--- src/verilog/vc3ts_pkg.sv ---
// Constants, link carriers and frame helpers for the VC-3 test-signal adapter.
// Assumes a single system clock; link pins are sampled by the top module.
// Notes on behaviour
// RULE1: Source makes a 2^23 pseudo-random sequence filling all 756 payload bytes.
// RULE2: Source sequence runs on across frames and never restarts at frame start.
// RULE3: Source writes label 1111 1110 into the C2 byte of every frame.
// RULE4: Source may put any value in H4.
// RULE5: Source drives its adaptation output only while activated.
// RULE6: Sink extracts the sequence using received clock and frame start.
// RULE7: Sink compares accepted C2 label with 1111 1110 and exposes it.
// RULE8: Sink ignores the H4 byte.
// RULE9: Sink counts mismatching payload bits as errors only while locked.
// RULE10: Sink reports status only while activated.
// RULE11: Sink flags label mismatch when accepted label differs from expected.
// RULE12: Sink flags loss of sequence lock when its detector falls out of lock.
// RULE13: Label mismatch report needs the defect and no incoming trail fail.
// RULE14: Lock loss report needs the defect and no incoming trail fail.
// RULE15: Sink totals errors per one-second interval as the near-end count.
// RULE16: Twenty-three stage register, taps 23 and 18, inverted output, self-synchronising.
// RULE17: Management pulses the tick one cycle per second; total latched, accumulator cleared. Code loads the accumulator with the tick cycle's error bit.
`default_nettype none
package vc3ts_pkg;
    // Frame geometry: 9 rows of 85 columns, column 0 is path overhead
    localparam logic [3:0]  LAST_ROW = 4'h8;
    localparam logic [6:0]  LAST_COL = 7'h54;
    localparam logic [3:0]  ROW_C2   = 4'h2;
    localparam logic [7:0]  LABEL_TEST = 8'hFE;
    localparam logic [22:0] PRBS_SEED  = 23'h7FFFFF;
    localparam int          TAP_A = 22;
    localparam int          TAP_B = 17;
    // Label acceptance and lock criteria
    localparam logic [2:0]  ACCEPT_FRAMES = 3'h5;
    localparam logic [6:0]  SYNC_RUN      = 7'h40;
    localparam logic [9:0]  WIN_BITS      = 10'h3E8;
    localparam logic [9:0]  LOSS_ERRS     = 10'h064;
    // Register map, byte addresses
    localparam logic [3:0]  REG_CTRL   = 4'h0;
    localparam logic [3:0]  REG_STATUS = 4'h4;
    localparam logic [3:0]  REG_LABEL  = 4'h8;
    localparam logic [3:0]  REG_TOTAL  = 4'hC;
    localparam int          CTRL_SRC_ACT = 0;
    localparam int          CTRL_SNK_ACT = 1;
    localparam logic [1:0]  CTRL_RESET   = 2'h0;

    typedef struct packed {
        logic [3:0] row;
        logic [6:0] col;
        logic [2:0] bit_idx;
    } vc3ts_pos_s;

    typedef struct packed {
        logic clk;
        logic fs;
        logic data;
        logic data_oe;
    } vc3ts_src_link_s;

    typedef struct packed {
        logic clk;
        logic fs;
        logic data;
        logic tsf;
    } vc3ts_snk_link_s;

    function automatic vc3ts_pos_s vc3ts_step(input vc3ts_pos_s p);
        vc3ts_pos_s n;
        n = p;
        n.bit_idx = p.bit_idx + 3'h1;
        if (p.bit_idx == 3'h7) begin
            n.col = (p.col == LAST_COL) ? 7'h00 : p.col + 7'h01;
            if (p.col == LAST_COL) begin
                n.row = (p.row == LAST_ROW) ? 4'h0 : p.row + 4'h1;
            end
        end
        return n;
    endfunction : vc3ts_step

    function automatic logic vc3ts_fb(input logic [22:0] s);
        return s[TAP_A] ^ s[TAP_B];
    endfunction : vc3ts_fb
endpackage : vc3ts_pkg
`default_nettype wire

--- src/verilog/vc3ts_adapt.sv ---
// Test-signal source and sink for a VC-3 path, with an Avalon-MM register slave.
// Assumes link pins come from outside clk_sys and toggle far slower than it.
//
// The implementer's own choices: the Avalon-MM interface to the registers and the placing of the registers.
`default_nettype none
module vc3ts_adapt (
    input  wire logic                       clk_sys,
    input  wire logic                       arst_n,
    input  wire logic [3:0]                 avs_address,
    input  wire logic                       avs_read,
    input  wire logic                       avs_write,
    input  wire logic [31:0]                avs_writedata,
    output logic      [31:0]                avs_readdata,
    output logic                            avs_waitrequest,
    input  wire logic                       path_timing_clock,
    input  wire logic                       path_timing_frame_start,
    input  wire logic                       one_second_tick,
    output vc3ts_pkg::vc3ts_src_link_s      src_link,
    input  wire vc3ts_pkg::vc3ts_snk_link_s snk_link
);
    // ----------------------------------------------------------------
    // Reset release and pin synchronisers
    // ----------------------------------------------------------------
    logic [1:0] rst_pipe;
    logic       rst_n;
    logic [5:0] pin_s1;
    logic [5:0] pin_s2;
    logic [5:0] pin_s3;
    logic       ti_rise;
    logic       ti_fall;
    logic       snk_rise;

    always_ff @(posedge clk_sys or negedge arst_n) begin
        if (!arst_n) begin
            rst_pipe <= 2'h0;
        end else begin
            rst_pipe <= {rst_pipe[0], 1'b1};
        end
    end
    assign rst_n = rst_pipe[1];

    always_ff @(posedge clk_sys or negedge rst_n) begin
        if (!rst_n) begin
            pin_s1 <= 6'h00;
            pin_s2 <= 6'h00;
            pin_s3 <= 6'h00;
        end else begin
            pin_s1 <= {path_timing_clock, path_timing_frame_start, snk_link.clk,
                       snk_link.fs, snk_link.data, snk_link.tsf};
            pin_s2 <= pin_s1;
            pin_s3 <= pin_s2;
        end
    end
    assign ti_rise  = pin_s2[5] & ~pin_s3[5];
    assign ti_fall  = ~pin_s2[5] & pin_s3[5];
    assign snk_rise = pin_s2[3] & ~pin_s3[3];

    // ----------------------------------------------------------------
    // Control register
    // ----------------------------------------------------------------
    logic [1:0] ctrl;
    logic       bus_ack;
    logic       src_act;
    logic       snk_act;

    always_ff @(posedge clk_sys or negedge rst_n) begin
        if (!rst_n) begin
            ctrl <= vc3ts_pkg::CTRL_RESET;
        end else if (avs_write && bus_ack && avs_address == vc3ts_pkg::REG_CTRL) begin
            ctrl <= avs_writedata[1:0];
        end
    end
    assign src_act = ctrl[vc3ts_pkg::CTRL_SRC_ACT];
    assign snk_act = ctrl[vc3ts_pkg::CTRL_SNK_ACT];

    // ----------------------------------------------------------------
    // Source: sequence generator and frame builder
    // ----------------------------------------------------------------
    vc3ts_pkg::vc3ts_pos_s src_pos;
    vc3ts_pkg::vc3ts_pos_s src_cur;
    logic [22:0]           gen_sr;
    logic                  gen_fb;

    assign src_cur = pin_s2[4] ? '0 : src_pos;
    assign gen_fb  = vc3ts_pkg::vc3ts_fb(gen_sr);

    always_ff @(posedge clk_sys or negedge rst_n) begin
        if (!rst_n) begin
            src_pos <= '0;
        end else if (ti_rise) begin
            src_pos <= vc3ts_pkg::vc3ts_step(src_cur);
        end
    end

    // Never reloaded at frame start, so the sequence drifts across frames
    always_ff @(posedge clk_sys or negedge rst_n) begin
        if (!rst_n) begin
            gen_sr <= vc3ts_pkg::PRBS_SEED;
        end else if (ti_rise && src_cur.col != 7'h00) begin // [RULE1] [RULE2]
            gen_sr <= {gen_sr[21:0], gen_fb}; // [RULE16]
        end
    end

    // Data changes on the falling edge of the output clock
    always_ff @(posedge clk_sys or negedge rst_n) begin
        if (!rst_n) begin
            src_link <= '0;
        end else begin
            // Output clock moves only on a seen timing edge: no rise without a bit
            if (ti_rise) begin
                src_link.clk <= 1'b0;
            end else if (ti_fall) begin
                src_link.clk <= 1'b1;
            end
            src_link.data_oe <= src_act; // [RULE5]
            if (ti_rise && src_act) begin // [RULE5]
                src_link.fs <= (src_cur == '0);
                if (src_cur.col != 7'h00) begin
                    src_link.data <= ~gen_fb; // [RULE1] [RULE16]
                end else if (src_cur.row == vc3ts_pkg::ROW_C2) begin
                    src_link.data <= vc3ts_pkg::LABEL_TEST[3'h7 - src_cur.bit_idx]; // [RULE3]
                end else begin
                    src_link.data <= 1'b0; // [RULE4]
                end
            end
        end
    end

    // ----------------------------------------------------------------
    // Sink: frame position, label capture and acceptance
    // ----------------------------------------------------------------
    vc3ts_pkg::vc3ts_pos_s snk_pos;
    vc3ts_pkg::vc3ts_pos_s snk_cur;
    logic                  rx_bit;
    logic [6:0]            c2_shift;
    logic [7:0]            c2_byte;
    logic [7:0]            c2_prev;
    logic [2:0]            c2_run;
    logic [7:0]            accepted_signal_label;
    logic                  payload_bit;

    assign snk_cur     = pin_s2[2] ? '0 : snk_pos;
    assign rx_bit      = pin_s2[1];
    assign payload_bit = snk_rise && snk_cur.col != 7'h00; // [RULE6]
    assign c2_byte     = {c2_shift, rx_bit};

    always_ff @(posedge clk_sys or negedge rst_n) begin
        if (!rst_n) begin
            snk_pos <= '0;
        end else if (snk_rise) begin
            snk_pos <= vc3ts_pkg::vc3ts_step(snk_cur); // [RULE6]
        end
    end

    // Only the C2 row is captured; H4 and other overhead pass unread
    always_ff @(posedge clk_sys or negedge rst_n) begin
        if (!rst_n) begin
            c2_shift              <= 7'h00;
            c2_prev               <= 8'h00;
            c2_run                <= 3'h0;
            accepted_signal_label <= 8'h00;
        end else if (snk_rise && snk_cur.col == 7'h00
                     && snk_cur.row == vc3ts_pkg::ROW_C2) begin // [RULE8]
            c2_shift <= c2_byte[6:0];
            if (snk_cur.bit_idx == 3'h7) begin
                c2_prev <= c2_byte;
                if (c2_byte != c2_prev) begin
                    c2_run <= 3'h1;
                end else if (c2_run != vc3ts_pkg::ACCEPT_FRAMES) begin
                    c2_run <= c2_run + 3'h1;
                end
                if (c2_byte == c2_prev && c2_run + 3'h1 >= vc3ts_pkg::ACCEPT_FRAMES) begin
                    accepted_signal_label <= c2_byte; // [RULE7]
                end
            end
        end
    end

    // ----------------------------------------------------------------
    // Sink: self-synchronising checker and lock detector
    // ----------------------------------------------------------------
    logic [22:0] chk_sr;
    logic        chk_err;
    logic        locked;
    logic [6:0]  clean_run;
    logic [9:0]  win_cnt;
    logic [9:0]  win_errs;
    logic        test_sequence_error;

    assign chk_err = rx_bit ^ ~vc3ts_pkg::vc3ts_fb(chk_sr); // [RULE16]
    assign test_sequence_error = payload_bit && locked && chk_err; // [RULE9]

    always_ff @(posedge clk_sys or negedge rst_n) begin
        if (!rst_n) begin
            chk_sr <= 23'h000000;
        end else if (payload_bit) begin
            chk_sr <= {chk_sr[21:0], ~rx_bit}; // [RULE16]
        end
    end

    always_ff @(posedge clk_sys or negedge rst_n) begin
        if (!rst_n) begin
            locked    <= 1'b0;
            clean_run <= 7'h00;
            win_cnt   <= 10'h000;
            win_errs  <= 10'h000;
        end else if (payload_bit) begin
            if (!locked) begin
                clean_run <= chk_err ? 7'h00 : clean_run + 7'h01;
                if (!chk_err && clean_run == vc3ts_pkg::SYNC_RUN - 7'h01) begin
                    locked   <= 1'b1;
                    win_cnt  <= 10'h000;
                    win_errs <= 10'h000;
                end
            end else if (win_cnt == vc3ts_pkg::WIN_BITS - 10'h001) begin
                win_cnt   <= 10'h000;
                win_errs  <= 10'h000;
                clean_run <= 7'h00;
                if (win_errs + {9'h000, chk_err} >= vc3ts_pkg::LOSS_ERRS) begin
                    locked <= 1'b0; // [RULE12]
                end
            end else begin
                win_cnt  <= win_cnt + 10'h001;
                win_errs <= win_errs + {9'h000, chk_err};
            end
        end
    end

    // ----------------------------------------------------------------
    // Sink: per-second error total and correlated reports
    // ----------------------------------------------------------------
    logic [31:0] err_acc;
    logic [31:0] near_end_error_total;
    logic        label_mismatch_defect;
    logic        sequence_lock_loss_defect;
    logic        label_mismatch_report;
    logic        lock_loss_report;
    logic        incoming_trail_fail;

    // An error in the tick cycle opens the new interval
    always_ff @(posedge clk_sys or negedge rst_n) begin
        if (!rst_n) begin
            err_acc              <= 32'h00000000;
            near_end_error_total <= 32'h00000000;
        end else if (one_second_tick) begin
            near_end_error_total <= err_acc; // [RULE15] [RULE17]
            err_acc              <= {31'h00000000, test_sequence_error};
        end else if (test_sequence_error && err_acc != 32'hFFFFFFFF) begin
            err_acc <= err_acc + 32'h00000001; // [RULE15]
        end
    end

    assign incoming_trail_fail       = pin_s2[0];
    assign label_mismatch_defect     = accepted_signal_label != vc3ts_pkg::LABEL_TEST; // [RULE11]
    assign sequence_lock_loss_defect = ~locked; // [RULE12]
    assign label_mismatch_report = snk_act && label_mismatch_defect
                                   && !incoming_trail_fail; // [RULE13] [RULE10]
    assign lock_loss_report      = snk_act && sequence_lock_loss_defect
                                   && !incoming_trail_fail; // [RULE14] [RULE10]

    // ----------------------------------------------------------------
    // Avalon-MM slave: one wait state on every access
    // ----------------------------------------------------------------
    assign avs_waitrequest = (avs_read || avs_write) && !bus_ack;

    always_ff @(posedge clk_sys or negedge rst_n) begin
        if (!rst_n) begin
            bus_ack <= 1'b0;
        end else begin
            bus_ack <= (avs_read || avs_write) && !bus_ack;
        end
    end

    always_ff @(posedge clk_sys or negedge rst_n) begin
        if (!rst_n) begin
            avs_readdata <= 32'h00000000;
        end else if (avs_read && !bus_ack) begin
            unique case (avs_address)
                vc3ts_pkg::REG_CTRL: begin
                    avs_readdata <= {30'h00000000, ctrl};
                end
                vc3ts_pkg::REG_STATUS: begin
                    avs_readdata <= {28'h0000000, snk_act && locked,
                                     snk_act && incoming_trail_fail, // [RULE10]
                                     lock_loss_report, label_mismatch_report};
                end
                vc3ts_pkg::REG_LABEL: begin
                    avs_readdata <= {24'h000000, snk_act ? accepted_signal_label
                                                         : 8'h00}; // [RULE7] [RULE10]
                end
                vc3ts_pkg::REG_TOTAL: begin
                    avs_readdata <= snk_act ? near_end_error_total
                                            : 32'h00000000; // [RULE10]
                end
                default: begin
                    avs_readdata <= 32'h00000000;
                end
            endcase
        end
    end
endmodule : vc3ts_adapt
`default_nettype wire

--- config.mk ---
export PLATFORM = sky130hd
export DESIGN_NAME = vc3ts_adapt
export DESIGN_NICKNAME = d
export VERILOG_FILES = /design/src/verilog/vc3ts_pkg.sv /design/src/verilog/vc3ts_adapt.sv
export SDC_FILE = /design/constraint.sdc
export NUM_CORES = 1
export LEC_CHECK = 0
export BUFFER_PORTS_ARGS = -buffer_cell sky130_fd_sc_hd__clkbuf_2
export CORE_MARGIN = 2
export CORE_UTILIZATION = 60
export CTS_CLUSTER_SIZE = 30
export DETAILED_ROUTE_END_ITERATION = 8
export PLACE_DENSITY = 0.88
export SYNTH_ARGS = -nofsm -noshare
export SYNTH_HDL_FRONTEND = slang
export SYNTH_SLANG_ARGS = --single-unit
--- constraint.sdc ---
create_clock -name clk_sys -period 18.8 [get_ports clk_sys]
set_input_delay 3.76 -clock clk_sys [delete_from_list [all_inputs] [get_ports clk_sys]]
set_output_delay 3.76 -clock clk_sys [all_outputs]
set_load 0.01 [all_outputs]
==> results of run 1 <==
-- power by group through the flow --
stage | registers [mW] | logic [mW] | clock network (mW)
finish | 0.552 | 0.0422 | 0.501
global placement | 0.560 | 0.0404 | 0
CTS | 0.552 | 0.0427 | 0.508
global route | 0.553 | 0.0480 | 0.529
floorplan | 0.564 | 0.0241 | 0
detailed placement | 0.561 | 0.0421 | 0
-- placed cells by master (no fill, tap or decap), drive strengths merged, types with 4 or more instances in the layout --
cell | netlist | layout
or3 | 9 | 9
xnor2 | 12 | 12
nor4 | 19 | 19
mux2i | 11 | 11
o21ai | 75 | 75
and3 | 11 | 11
nor2b | 19 | 19
nor3 | 23 | 23
nand2b | 14 | 14
inv | 22 | 22
clkbuf | 49 | 86
nor2 | 45 | 45
nand4b | 4 | 4
and2 | 4 | 4
nand3 | 28 | 28
nand2 | 189 | 189
a22o | 27 | 27
clkinv | 0 | 7
buf | 9 | 10
a21oi | 45 | 45
nand3b | 4 | 4
or2 | 7 | 7
clkinvlp | 0 | 4
nand4 | 22 | 22
mux2 | 87 | 87
a31oi | 6 | 6
or4 | 17 | 17
o31ai | 21 | 21
ha | 25 | 25
dfrtp | 224 | 224
dfstp | 23 | 23
-- Yosys cell counts, types with 4 or more instances --
| master | number | area, um2 |
|---|---|---|
| nor2b_1 | 19 | 119 |
| or3_1 | 9 | 56.3 |
| dfstp_2 | 23 | 604 |
| a22o_1 | 27 | 236 |
| mux2i_1 | 11 | 110 |
| ha_1 | 25 | 313 |
| nand2_1 | 189 | 709 |
| nand3_1 | 28 | 140 |
| and2_1 | 4 | 25.0 |
| or4_1 | 16 | 120 |
| a31oi_1 | 6 | 37.5 |
| o31ai_1 | 21 | 158 |
| nor2_1 | 45 | 169 |
| or2_2 | 7 | 43.8 |
| mux2_2 | 87 | 980 |
| buf_1 | 7 | 26.3 |
| inv_1 | 22 | 82.6 |
| clkbuf_1 | 49 | 184 |
| dfrtp_1 | 224 | 5610 |
| nor3_1 | 23 | 115 |
| nand3b_1 | 4 | 30.0 |
| nand4_1 | 21 | 131 |
| and3_1 | 11 | 68.8 |
| nand2b_1 | 14 | 87.6 |
| nor4_1 | 19 | 119 |
| xnor2_1 | 12 | 105 |
| o21ai_0 | 73 | 365 |
| a21oi_1 | 45 | 225 |
| nand4b_1 | 4 | 35.0 |
-- sequential cells by signal, summed over array words and instances, names as in the netlist, 2 cells and up --
register and count:
c2_prev 8, ctrl 2, pin_s2 6, gen_sr 23
chk_sr 23, pin_s1 6, accepted_signal_label 8, win_errs 10
snk_pos 14, c2_shift 7, src_link 4, win_cnt 10
near_end_error_total 32, rst_pipe 2, c2_run 3, avs_readdata 32
clean_run 7, pin_s3 2, err_acc 32, src_pos 14
-- cell type report --
cell class,count,area (um2)
Sequential cell,247,6210
Fill cell,1287,6010
Multi-Input combinational cell,760,4870
Clock buffer,33,707
Timing Repair Buffer,63,340
Tap cell,234,293
Clock inverter,13,135
Inverter,22,82.6
-- through the flow --
step	hold slack, ns	worst slack, ns
final	0.340	10.88
after global routing	0.351	10.83
after CTS	0.343	10.87
after detailed placement	0.336	10.87
after global placement	0.332	10.89
after floorplan	0.331	11.07
-- worst min-delay path by stage --
stage,startpoint,endpoint,slack [ns],cells after the start
floorplan,pin_s1[0]$_DFF_PN0_,pin_s2[0]$_DFF_PN0_,0.33,0
global placement,pin_s1[2]$_DFF_PN0_,pin_s2[2]$_DFF_PN0_,0.33,0
detailed placement,pin_s1[1]$_DFF_PN0_,pin_s2[1]$_DFF_PN0_,0.34,0
CTS,pin_s1[1]$_DFF_PN0_,pin_s2[1]$_DFF_PN0_,0.34,0
global route,rst_pipe[0]$_DFF_PN0_,rst_pipe[1]$_DFF_PN0_,0.35,0
finish,pin_s1[1]$_DFF_PN0_,pin_s2[1]$_DFF_PN0_,0.34,0
-- routing by layer --
metal | track usage | wire length [um] | share of wire | up-vias
met5 | 0 | 0 | 0 | -
met4 | 0.0642 | 508 | 0.023 | 0
met3 | 0.0317 | 964 | 0.043 | 50
met2 | 0.369 | 10900 | 0.49 | 222
met1 | 0.313 | 10000 | 0.45 | 4108
li1 | - | - | - | 3934
-- worst max-delay path: stages --
cell	delay, ns
clkbuf_2	0.10
nor2_1	0.05
nor2_1	0.11
clkbuf_2	0.15
-- cells by family after synthesis --
logic type,synth area share
and+or+nand+nor,0.179
DFF,0.546
AOI/OAI and AO/OA,0.112
muxes,0.0958
buffers and inverters,0.0268
adders and majority gates,0.0275
xor gates and xnor gates,0.0120
other,0.000330
==> flow_summary.toml, run 1 <==
[global_route]
grt_use_total = 0.224
overflow = 0
grt_pass1_wl_mm = 37.5
grt_pass1_vias = 7826
antenna_found_initial = 0
grt_max_degree = 88

[sta]
setup_viol_count_final = 0
drv_slew = 0
fin_setup_tns_ns = 0
hold_viol = 0
period_share = 0.421
rsz0062_at_grt = "no"
worst_pin_slew_ns = 1.18
slew_headroom = 0.213
fin_skew_ns = 0.0266
min_period_ns = 7.92
fmax_mhz = 126

[pwr]
power.share.clock = 0.458
p_leak_nw = 5.88
max-vdd-ir-drop_uv = 65.8
power.total_mw = 1.09
switchingPower_mw = 0.245
swShare = 0.224
pwr-share-seq = 0.504
combPwrFrac = 0.039
power.internal_mw = 0.850
p_per_area_mw_per_mm2 = 86.6

[layout]
fin_cells = 1372
stdcell_area_mm2 = 0.0126
synthToLayoutAreaGrowth_pct = 11.1
nets = 1192
diodes = 0
final_util = 0.678
drive_gt1_frac = 0.199

[cts]
cts_root_buffer = "clkbuf_16"
cts_resized = 0
clock_sinks = 247
clockBufferDepth = 3
post_cts_buffers = 0
numCtsBuffers = 26
cts_hold_buf = 0
clk_pin_slew_ns = 0.06
cts_htree_levels = 1
cts_tree = "done"
clk_latency_ns = 0.53

[detailed_routing]
vias = 8314
drcViolationCount = 0
drt-wirelength-per-cell_um = 16.3
vias_per_cell = 6.06
drt_iter0_drc = 672
wirelength_mm = 22.4
dr.pass1.iters = 5
drtAntennaViolNets = 0

[outcome]
status = "finished clean"

[floorplan]
die_y_um = 142
core_region_area_mm2 = 0.0186
dieArea_mm2 = 0.0201
initial_utilization = 0.610
rows = 50
pin_count = 84
fp.dieW_um = 142

[synthesis]
postSynthAreaPerCell_um2 = 10.5
syn_inst = 1087
syn-cell-area_mm2 = 0.0114
synth_edf_count = 0
seq_area_frac_synth = 0.546
syn_nets = 1159
synth_cell_types = 59
synth-warning-count = 0
synth_top_flop_cell = "dfrtp_1"
yosys_register_bits = 247
async_flop_share = 1.00

[worst_setup_path]
cp-startpoint = "avs_read"
crit_type = "in2out"
endpoint_kind = "output port"
critical_path_arrival_ns = 4.16
startpoint_type = "primary input"
reg2reg_slack_ns = 14.99
reg2reg_depth = 9
endpoint = "avs_waitrequest"
regToRegStartpoint = "pin_s2[2]$_DFF_PN0_"
path_max_fanout = 2
r2r-end = "err_acc[29]$_DFFE_PN0P_"
required_ns = 15.04

[place]
dp.final_hpwl_mm = 13.8
dp_cells = 1326
io_buffer_count = 53
gp_congestion = 0.815
place_area_mm2 = 0.0118

[worst_hold_path]
min_path_type = "reg2reg"

[flow_run]
maxCapViolations = 0
No activity file was read; power rests on OpenSTA's default activity.
==> inputs of run 2 (changes only) <==
Settings changed: CORE_UTILIZATION 60 to 54, PLACE_DENSITY 0.88 to 0.85.
Clock period 18.8 ns to 7.2 ns, I/O delays scaled along.
==> run 2 against run 1 <==
Worst hold slack better by 0.0052 ns. Sequential share of layout area down 0.33 points. Clock-buffer cell count up 4. Critical path type is now reg2reg. Critical endpoint is now err_acc[20]$_DFFE_PN0P_. Largest cell class unchanged.
==> flow_summary.toml, run 2 (same netlist as run 1, synthesis figures left out) <==
[outcome]
status = "finished clean"

[floorplan]
die_y_um = 149
pin_count = 84
rows = 53
fp.dieW_um = 149
initial_utilization = 0.546
core_region_area_mm2 = 0.0208
dieArea_mm2 = 0.0222

[global_route]
grt_pass1_wl_mm = 37.4
grt_max_degree = 112
antenna_found_initial = 0
overflow = 0
grt_use_total = 0.202
grt_pass1_vias = 7805

[sta]
rsz0062_at_grt = "no"
fmax_mhz = 265
slew_headroom = 0.238
min_period_ns = 3.77
period_share = 0.524
worst_pin_slew_ns = 1.14
fin_setup_tns_ns = 0
hold_ws_ns = 0.346
fin_skew_ns = 0.0299
setup_viol_count_final = 0
hold_viol = 0
drv_slew = 0

[cts]
clk_pin_slew_ns = 0.06
clock_sinks = 247
clk_latency_ns = 0.54
numCtsBuffers = 26
cts_tree = "done"
post_cts_buffers = 0
cts_resized = 0
cts_htree_levels = 1
cts_root_buffer = "clkbuf_16"
cts_hold_buf = 0
clockBufferDepth = 3

[detailed_routing]
dr.pass1.iters = 5
vias_per_cell = 5.82
drtAntennaViolNets = 0
wirelength_mm = 22.2
vias = 8229
drt_iter0_drc = 654
drt-wirelength-per-cell_um = 15.7
drcViolationCount = 0

[worst_setup_path]
crit_family = "simple AND/OR/NAND/NOR gates"
path_cells = "nor2b_1, inv_1, ha_1, nor3b_1, a221o_1, buf_4, or3_1, nor4b_1, mux2_2"
endpoint_kind = "flip-flop"
critPathSlowestCell = "dfrtp_1"
path_buf_inv = 2
startpoint_type = "flip-flop"
critical_path_arrival_ns = 4.19
path_max_fanout = 42
crit_type = "reg2reg"
reg2reg_slack_ns = 3.43
critPathMaxStageDelay_ns = 0.61
required_ns = 7.62

[worst_hold_path]
min_path_type = "reg2reg"

[layout]
final_common_cell = "dfrtp_1"
diodes = 0
largestRegisters = "avs_readdata x32, err_acc x32, near_end_error_total x32"
nets = 1192
layout_common_cells = "dfrtp_1, nand2_1, mux2_2"
synthToLayoutAreaGrowth_pct = 11.9
drive_gt1_frac = 0.199

[place]
dp.final_hpwl_mm = 14.0
gp_congestion = 0.807
io_buffer_count = 53

[flow_run]
maxCapViolations = 0

[pwr]
p_leak_nw = 5.91
p_per_area_mw_per_mm2 = 227
max-vdd-ir-drop_uv = 174
run 2: changes by cell type in the layout (fill, tap and decap cells not counted):
cell / change
clkinv_1: -1
buf_4: -1
clkbuf_1: +2
buf_12: +1
clkinvlp_4: -3
clkinv_2: +1
clkbuf_8: +2
clkinv_4: +1
run 2: cell type report:
type / count / area [um2]
sequential: 247 / 6210
tap: 275 / 344
clock inverter: 11 / 123
inverter: 22 / 82.6
fill: 1588 / 8100
timing repair buffer: 63 / 353
multi-input combinational: 760 / 4870
clock buffer: 37 / 742
run 2: report_power, final:
group / switching, mW / leakage, nW / internal (mW)
clock network: 0.540 / 0.426 / 0.791
logic: 0.0722 / 2.18 / 0.0403
registers: 0.0268 / 3.31 / 1.41
run 2: stage by stage:
step	setup slack, ns	std cells	total power, mW	utilization	area, um2
2_1_floorplan	3.17	1087	1.54	-	11400
3_3_place_gp	3.60	1367	1.57	0.570	11900
3_5_place_dp	3.51	1367	1.58	0.570	11900
4_1_cts	3.43	1415	2.91	0.611	12700
5_1_grt	3.14	1415	2.99	0.611	12700
6_report	3.43	1415	2.88	0.611	12700
run 2: final timing paths:
kind	depth (start not counted)	from	to
max	9	pin_s2[2]$_DFF_PN0_	err_acc[20]$_DFFE_PN0P_
min	0	pin_s1[2]$_DFF_PN0_	pin_s2[2]$_DFF_PN0_
max reg2reg	9	pin_s2[2]$_DFF_PN0_	err_acc[20]$_DFFE_PN0P_
min reg2reg	0	pin_s1[2]$_DFF_PN0_	pin_s2[2]$_DFF_PN0_
max in group asynchronous	1	rst_pipe[1]$_DFF_PN0_	near_end_error_total[5]$_DFFE_PN0P_
min in group asynchronous	0	rst_pipe[1]$_DFF_PN0_	snk_pos[3]$_DFFE_PN0P_
run 2: per-layer routing:
layer  up-vias  global-route usage  part of all wire
met5         -                   0                 0
met4         0              0.0543             0.021
met3        39              0.0284             0.035
met2       178               0.339              0.50
met1      4075               0.277              0.45
li1       3937                   -                 -
run 2: worst register-to-register path: cells and delay by family, from the launching register on:
family | cells | cell delay (ns)
mux | 1 | 0.38
compound gates | 1 | 0.42
buf+inv | 2 | 0.39
flops | 1 | 0.61
simple gates | 4 | 1.60
fa+ha+maj | 1 | 0.27
==> inputs of run 3 (changes only) <==
Settings changed: ABC_AREA set to 1, CORE_UTILIZATION 54 to 60, PLACE_DENSITY 0.85 to 0.88.
Clock period 7.2 ns to 3.6 ns, I/O delays scaled along.
==> run 3 against run 2 <==
Total power up 110%. Design area up 6.9%. Worst hold slack worse by 0.072 ns. Via count up 22%. First-iteration DRC count up 28%. Synthesized cell count up 35%. Critical path type unchanged. Worst setup slack worse by 2.6 ns. Sequential power up 100%.
==> flow_summary.toml, run 3 <==
[outcome]
status = "finished clean"

[synthesis]
synth_simple_gate_area_share = 0.253
synthMuxAreaShare = 0.0194
syn_nets = 1543
synth-warning-count = 0
synthTopCellsByArea = "dfrtp_1, nand2_1, dfstp_2, o21ai_0, inv_1"
synth_top_flop_cell = "dfrtp_1"
netlist_top_cells_count = "nand2_1, dfrtp_1, inv_1, nor2_1, o21ai_0"
synth_cell_types = 45
postSynthAreaPerCell_um2 = 8.30
seq_area_frac_synth = 0.508
yosys.area.top_type = "dfrtp_1"
synth.most_common_cell = "nand2_1"
synth_top_area_frac = 0.459
yosys_register_bits = 247
synthAdderAreaFrac = 0.0256
synth_compound_gate_area_share = 0.100
syn-cell-area_mm2 = 0.0122
synth_edf_count = 0
async_flop_share = 1.00
synth_top_family_by_area = "simple AND/OR/NAND/NOR gates"
synth_xor_area_frac = 0.0244
syn_inst = 1471

[global_route]
overflow = 0
grt_max_degree = 136
grt_use_total = 0.256
grt_pass1_vias = 9615
grt_pass1_wl_mm = 45.7
antenna_found_initial = 0

[layout]
diodes = 0
final_util = 0.676
final_common_cell = "nand2_1"
stdcell_area_mm2 = 0.0136
layout_common_cells = "nand2_1, dfrtp_1, inv_1"
largestRegisters = "avs_readdata x32, err_acc x32, near_end_error_total x32"
synthToLayoutAreaGrowth_pct = 11.3
drive_gt1_frac = 0.134
nets = 1587

[detailed_routing]
drt_iter0_drc = 836
drtAntennaViolNets = 0
wirelength_mm = 27.1
vias_per_cell = 5.56
drcViolationCount = 0
dr.pass1.iters = 5
vias = 10000
drt-wirelength-per-cell_um = 15.0

[flow_run]
maxCapViolations = 0

[floorplan]
core_region_area_mm2 = 0.0201
fp.dieW_um = 147
die_y_um = 147
dieArea_mm2 = 0.0215
pin_count = 84
rows = 52
initial_utilization = 0.608

[sta]
worst_pin_slew_ns = 0.925
fin_skew_ns = 0.0168
worst_slack_ns = 0.791
period_share = 0.780
rsz0062_at_grt = "no"
fmax_mhz = 356
hold_viol = 0
setup_viol_count_final = 0
min_period_ns = 2.81
slew_headroom = 0.382
drv_slew = 0
fin_setup_tns_ns = 0

[pwr]
power.total_mw = 6.02
swShare = 0.239
pwr-share-seq = 0.483
p_per_area_mw_per_mm2 = 443
power.internal_mw = 4.58
combPwrFrac = 0.056
switchingPower_mw = 1.44
max-vdd-ir-drop_uv = 334
power.share.clock = 0.462
p_leak_nw = 6.34

[cts]
cts_htree_levels = 1
cts_resized = 0
cts_root_buffer = "clkbuf_16"
post_cts_buffers = 0
clockBufferDepth = 3
clk_latency_ns = 0.54
numCtsBuffers = 26
clk_pin_slew_ns = 0.06
clock_sinks = 247
cts_tree = "done"
cts_hold_buf = 1

[place]
dp.final_hpwl_mm = 18.3
io_buffer_count = 53
place_area_mm2 = 0.0127
gp_congestion = 0.925
pre_cts_ws_ns = 0.834

[worst_setup_path]
critical_path_arrival_ns = 3.25
endpoint_kind = "flip-flop"
required_ns = 4.04
path_max_fanout = 46
crit_type = "reg2reg"
startpoint_type = "flip-flop"

[worst_hold_path]
min_path_type = "reg2async"
run 3: cell types whose count changed after synthesis, sizes merged, moves of 66 or more:
cell	delta
nand2	+256
inv	+134
nor2	+98
nand3	+72
o21ai	+67
mux2	-66
run 3: path summary, 6_finish.rpt:
path	start	to	slack, ns	cells after the start
worst max-delay path	pin_s2[2]$_DFF_PN0_	err_acc[18]$_DFFE_PN0P_	0.79	12
worst min-delay path	rst_pipe[1]$_DFF_PN0_	pin_s2[3]$_DFF_PN0_	0.27	0
worst max register to register	pin_s2[2]$_DFF_PN0_	err_acc[18]$_DFFE_PN0P_	0.79	12
worst min register to register	rst_pipe[1]$_DFF_PN0_	pin_s2[3]$_DFF_PN0_	0.27	0
max in group asynchronous	rst_pipe[1]$_DFF_PN0_	win_errs[2]$_DFFE_PN0P_	2.23	1
min in group clk_sys	snk_link[0]	pin_s1[0]$_DFF_PN0_	0.29	1
run 3: layout make-up:
class	instances	area [um2]
fillers	1535	6510
flip-flops and latches	247	6210
multi-input cells	1018	5170
clock buffers	34	731
inverters	156	586
repair buffers	66	390
well taps	270	338
clock inverters	13	165
run 3: logic make-up after synthesis:
logic type / after synthesis
AND/OR/NAND/NOR: 735
flip-flops: 247
buffers and inverters: 206
AO/OA/AOI/OAI: 202
XOR/XNOR: 34
adder cells (fa/ha/maj): 25
multiplexers: 21
other: 1
run 3: power by group through the flow:
stage	logic (mW)	registers, mW	clock network (mW)
2_1_floorplan	0.201	2.97	0
3_3_place_gp	0.319	2.95	0
3_5_place_dp	0.332	2.96	0
4_1_cts	0.336	2.91	2.81
5_1_grt	0.381	2.92	2.92
6_report	0.334	2.91	2.78
run 3: layer usage:
metal	GRT usage	part of all wire
met5	0	0
met1	0.356	0.43
met3	0.0353	0.062
met4	0.0927	0.034
met2	0.414	0.48
run 3: stage by stage:
stage	std cells	hold WS [ns]
after floorplan	1471	0.331
after global placement	1756	0.276
after detailed placement	1756	0.281
after CTS	1804	0.268
after global routing	1804	0.270
final	1804	0.274
run 3: worst max-delay path, cell delays in order (launching register included):
cell and delay, ns:
dfrtp_1 0.52, nor2_1 0.28, inv_1 0.10, ha_1 0.22, inv_1 0.06, nor2_1 0.04
nand2_2 0.09, nand2_2 0.21, nor2_2 0.25, nand2_4 0.19, nand2_4 0.49, nand2_1 0.15
o21ai_2 0.08
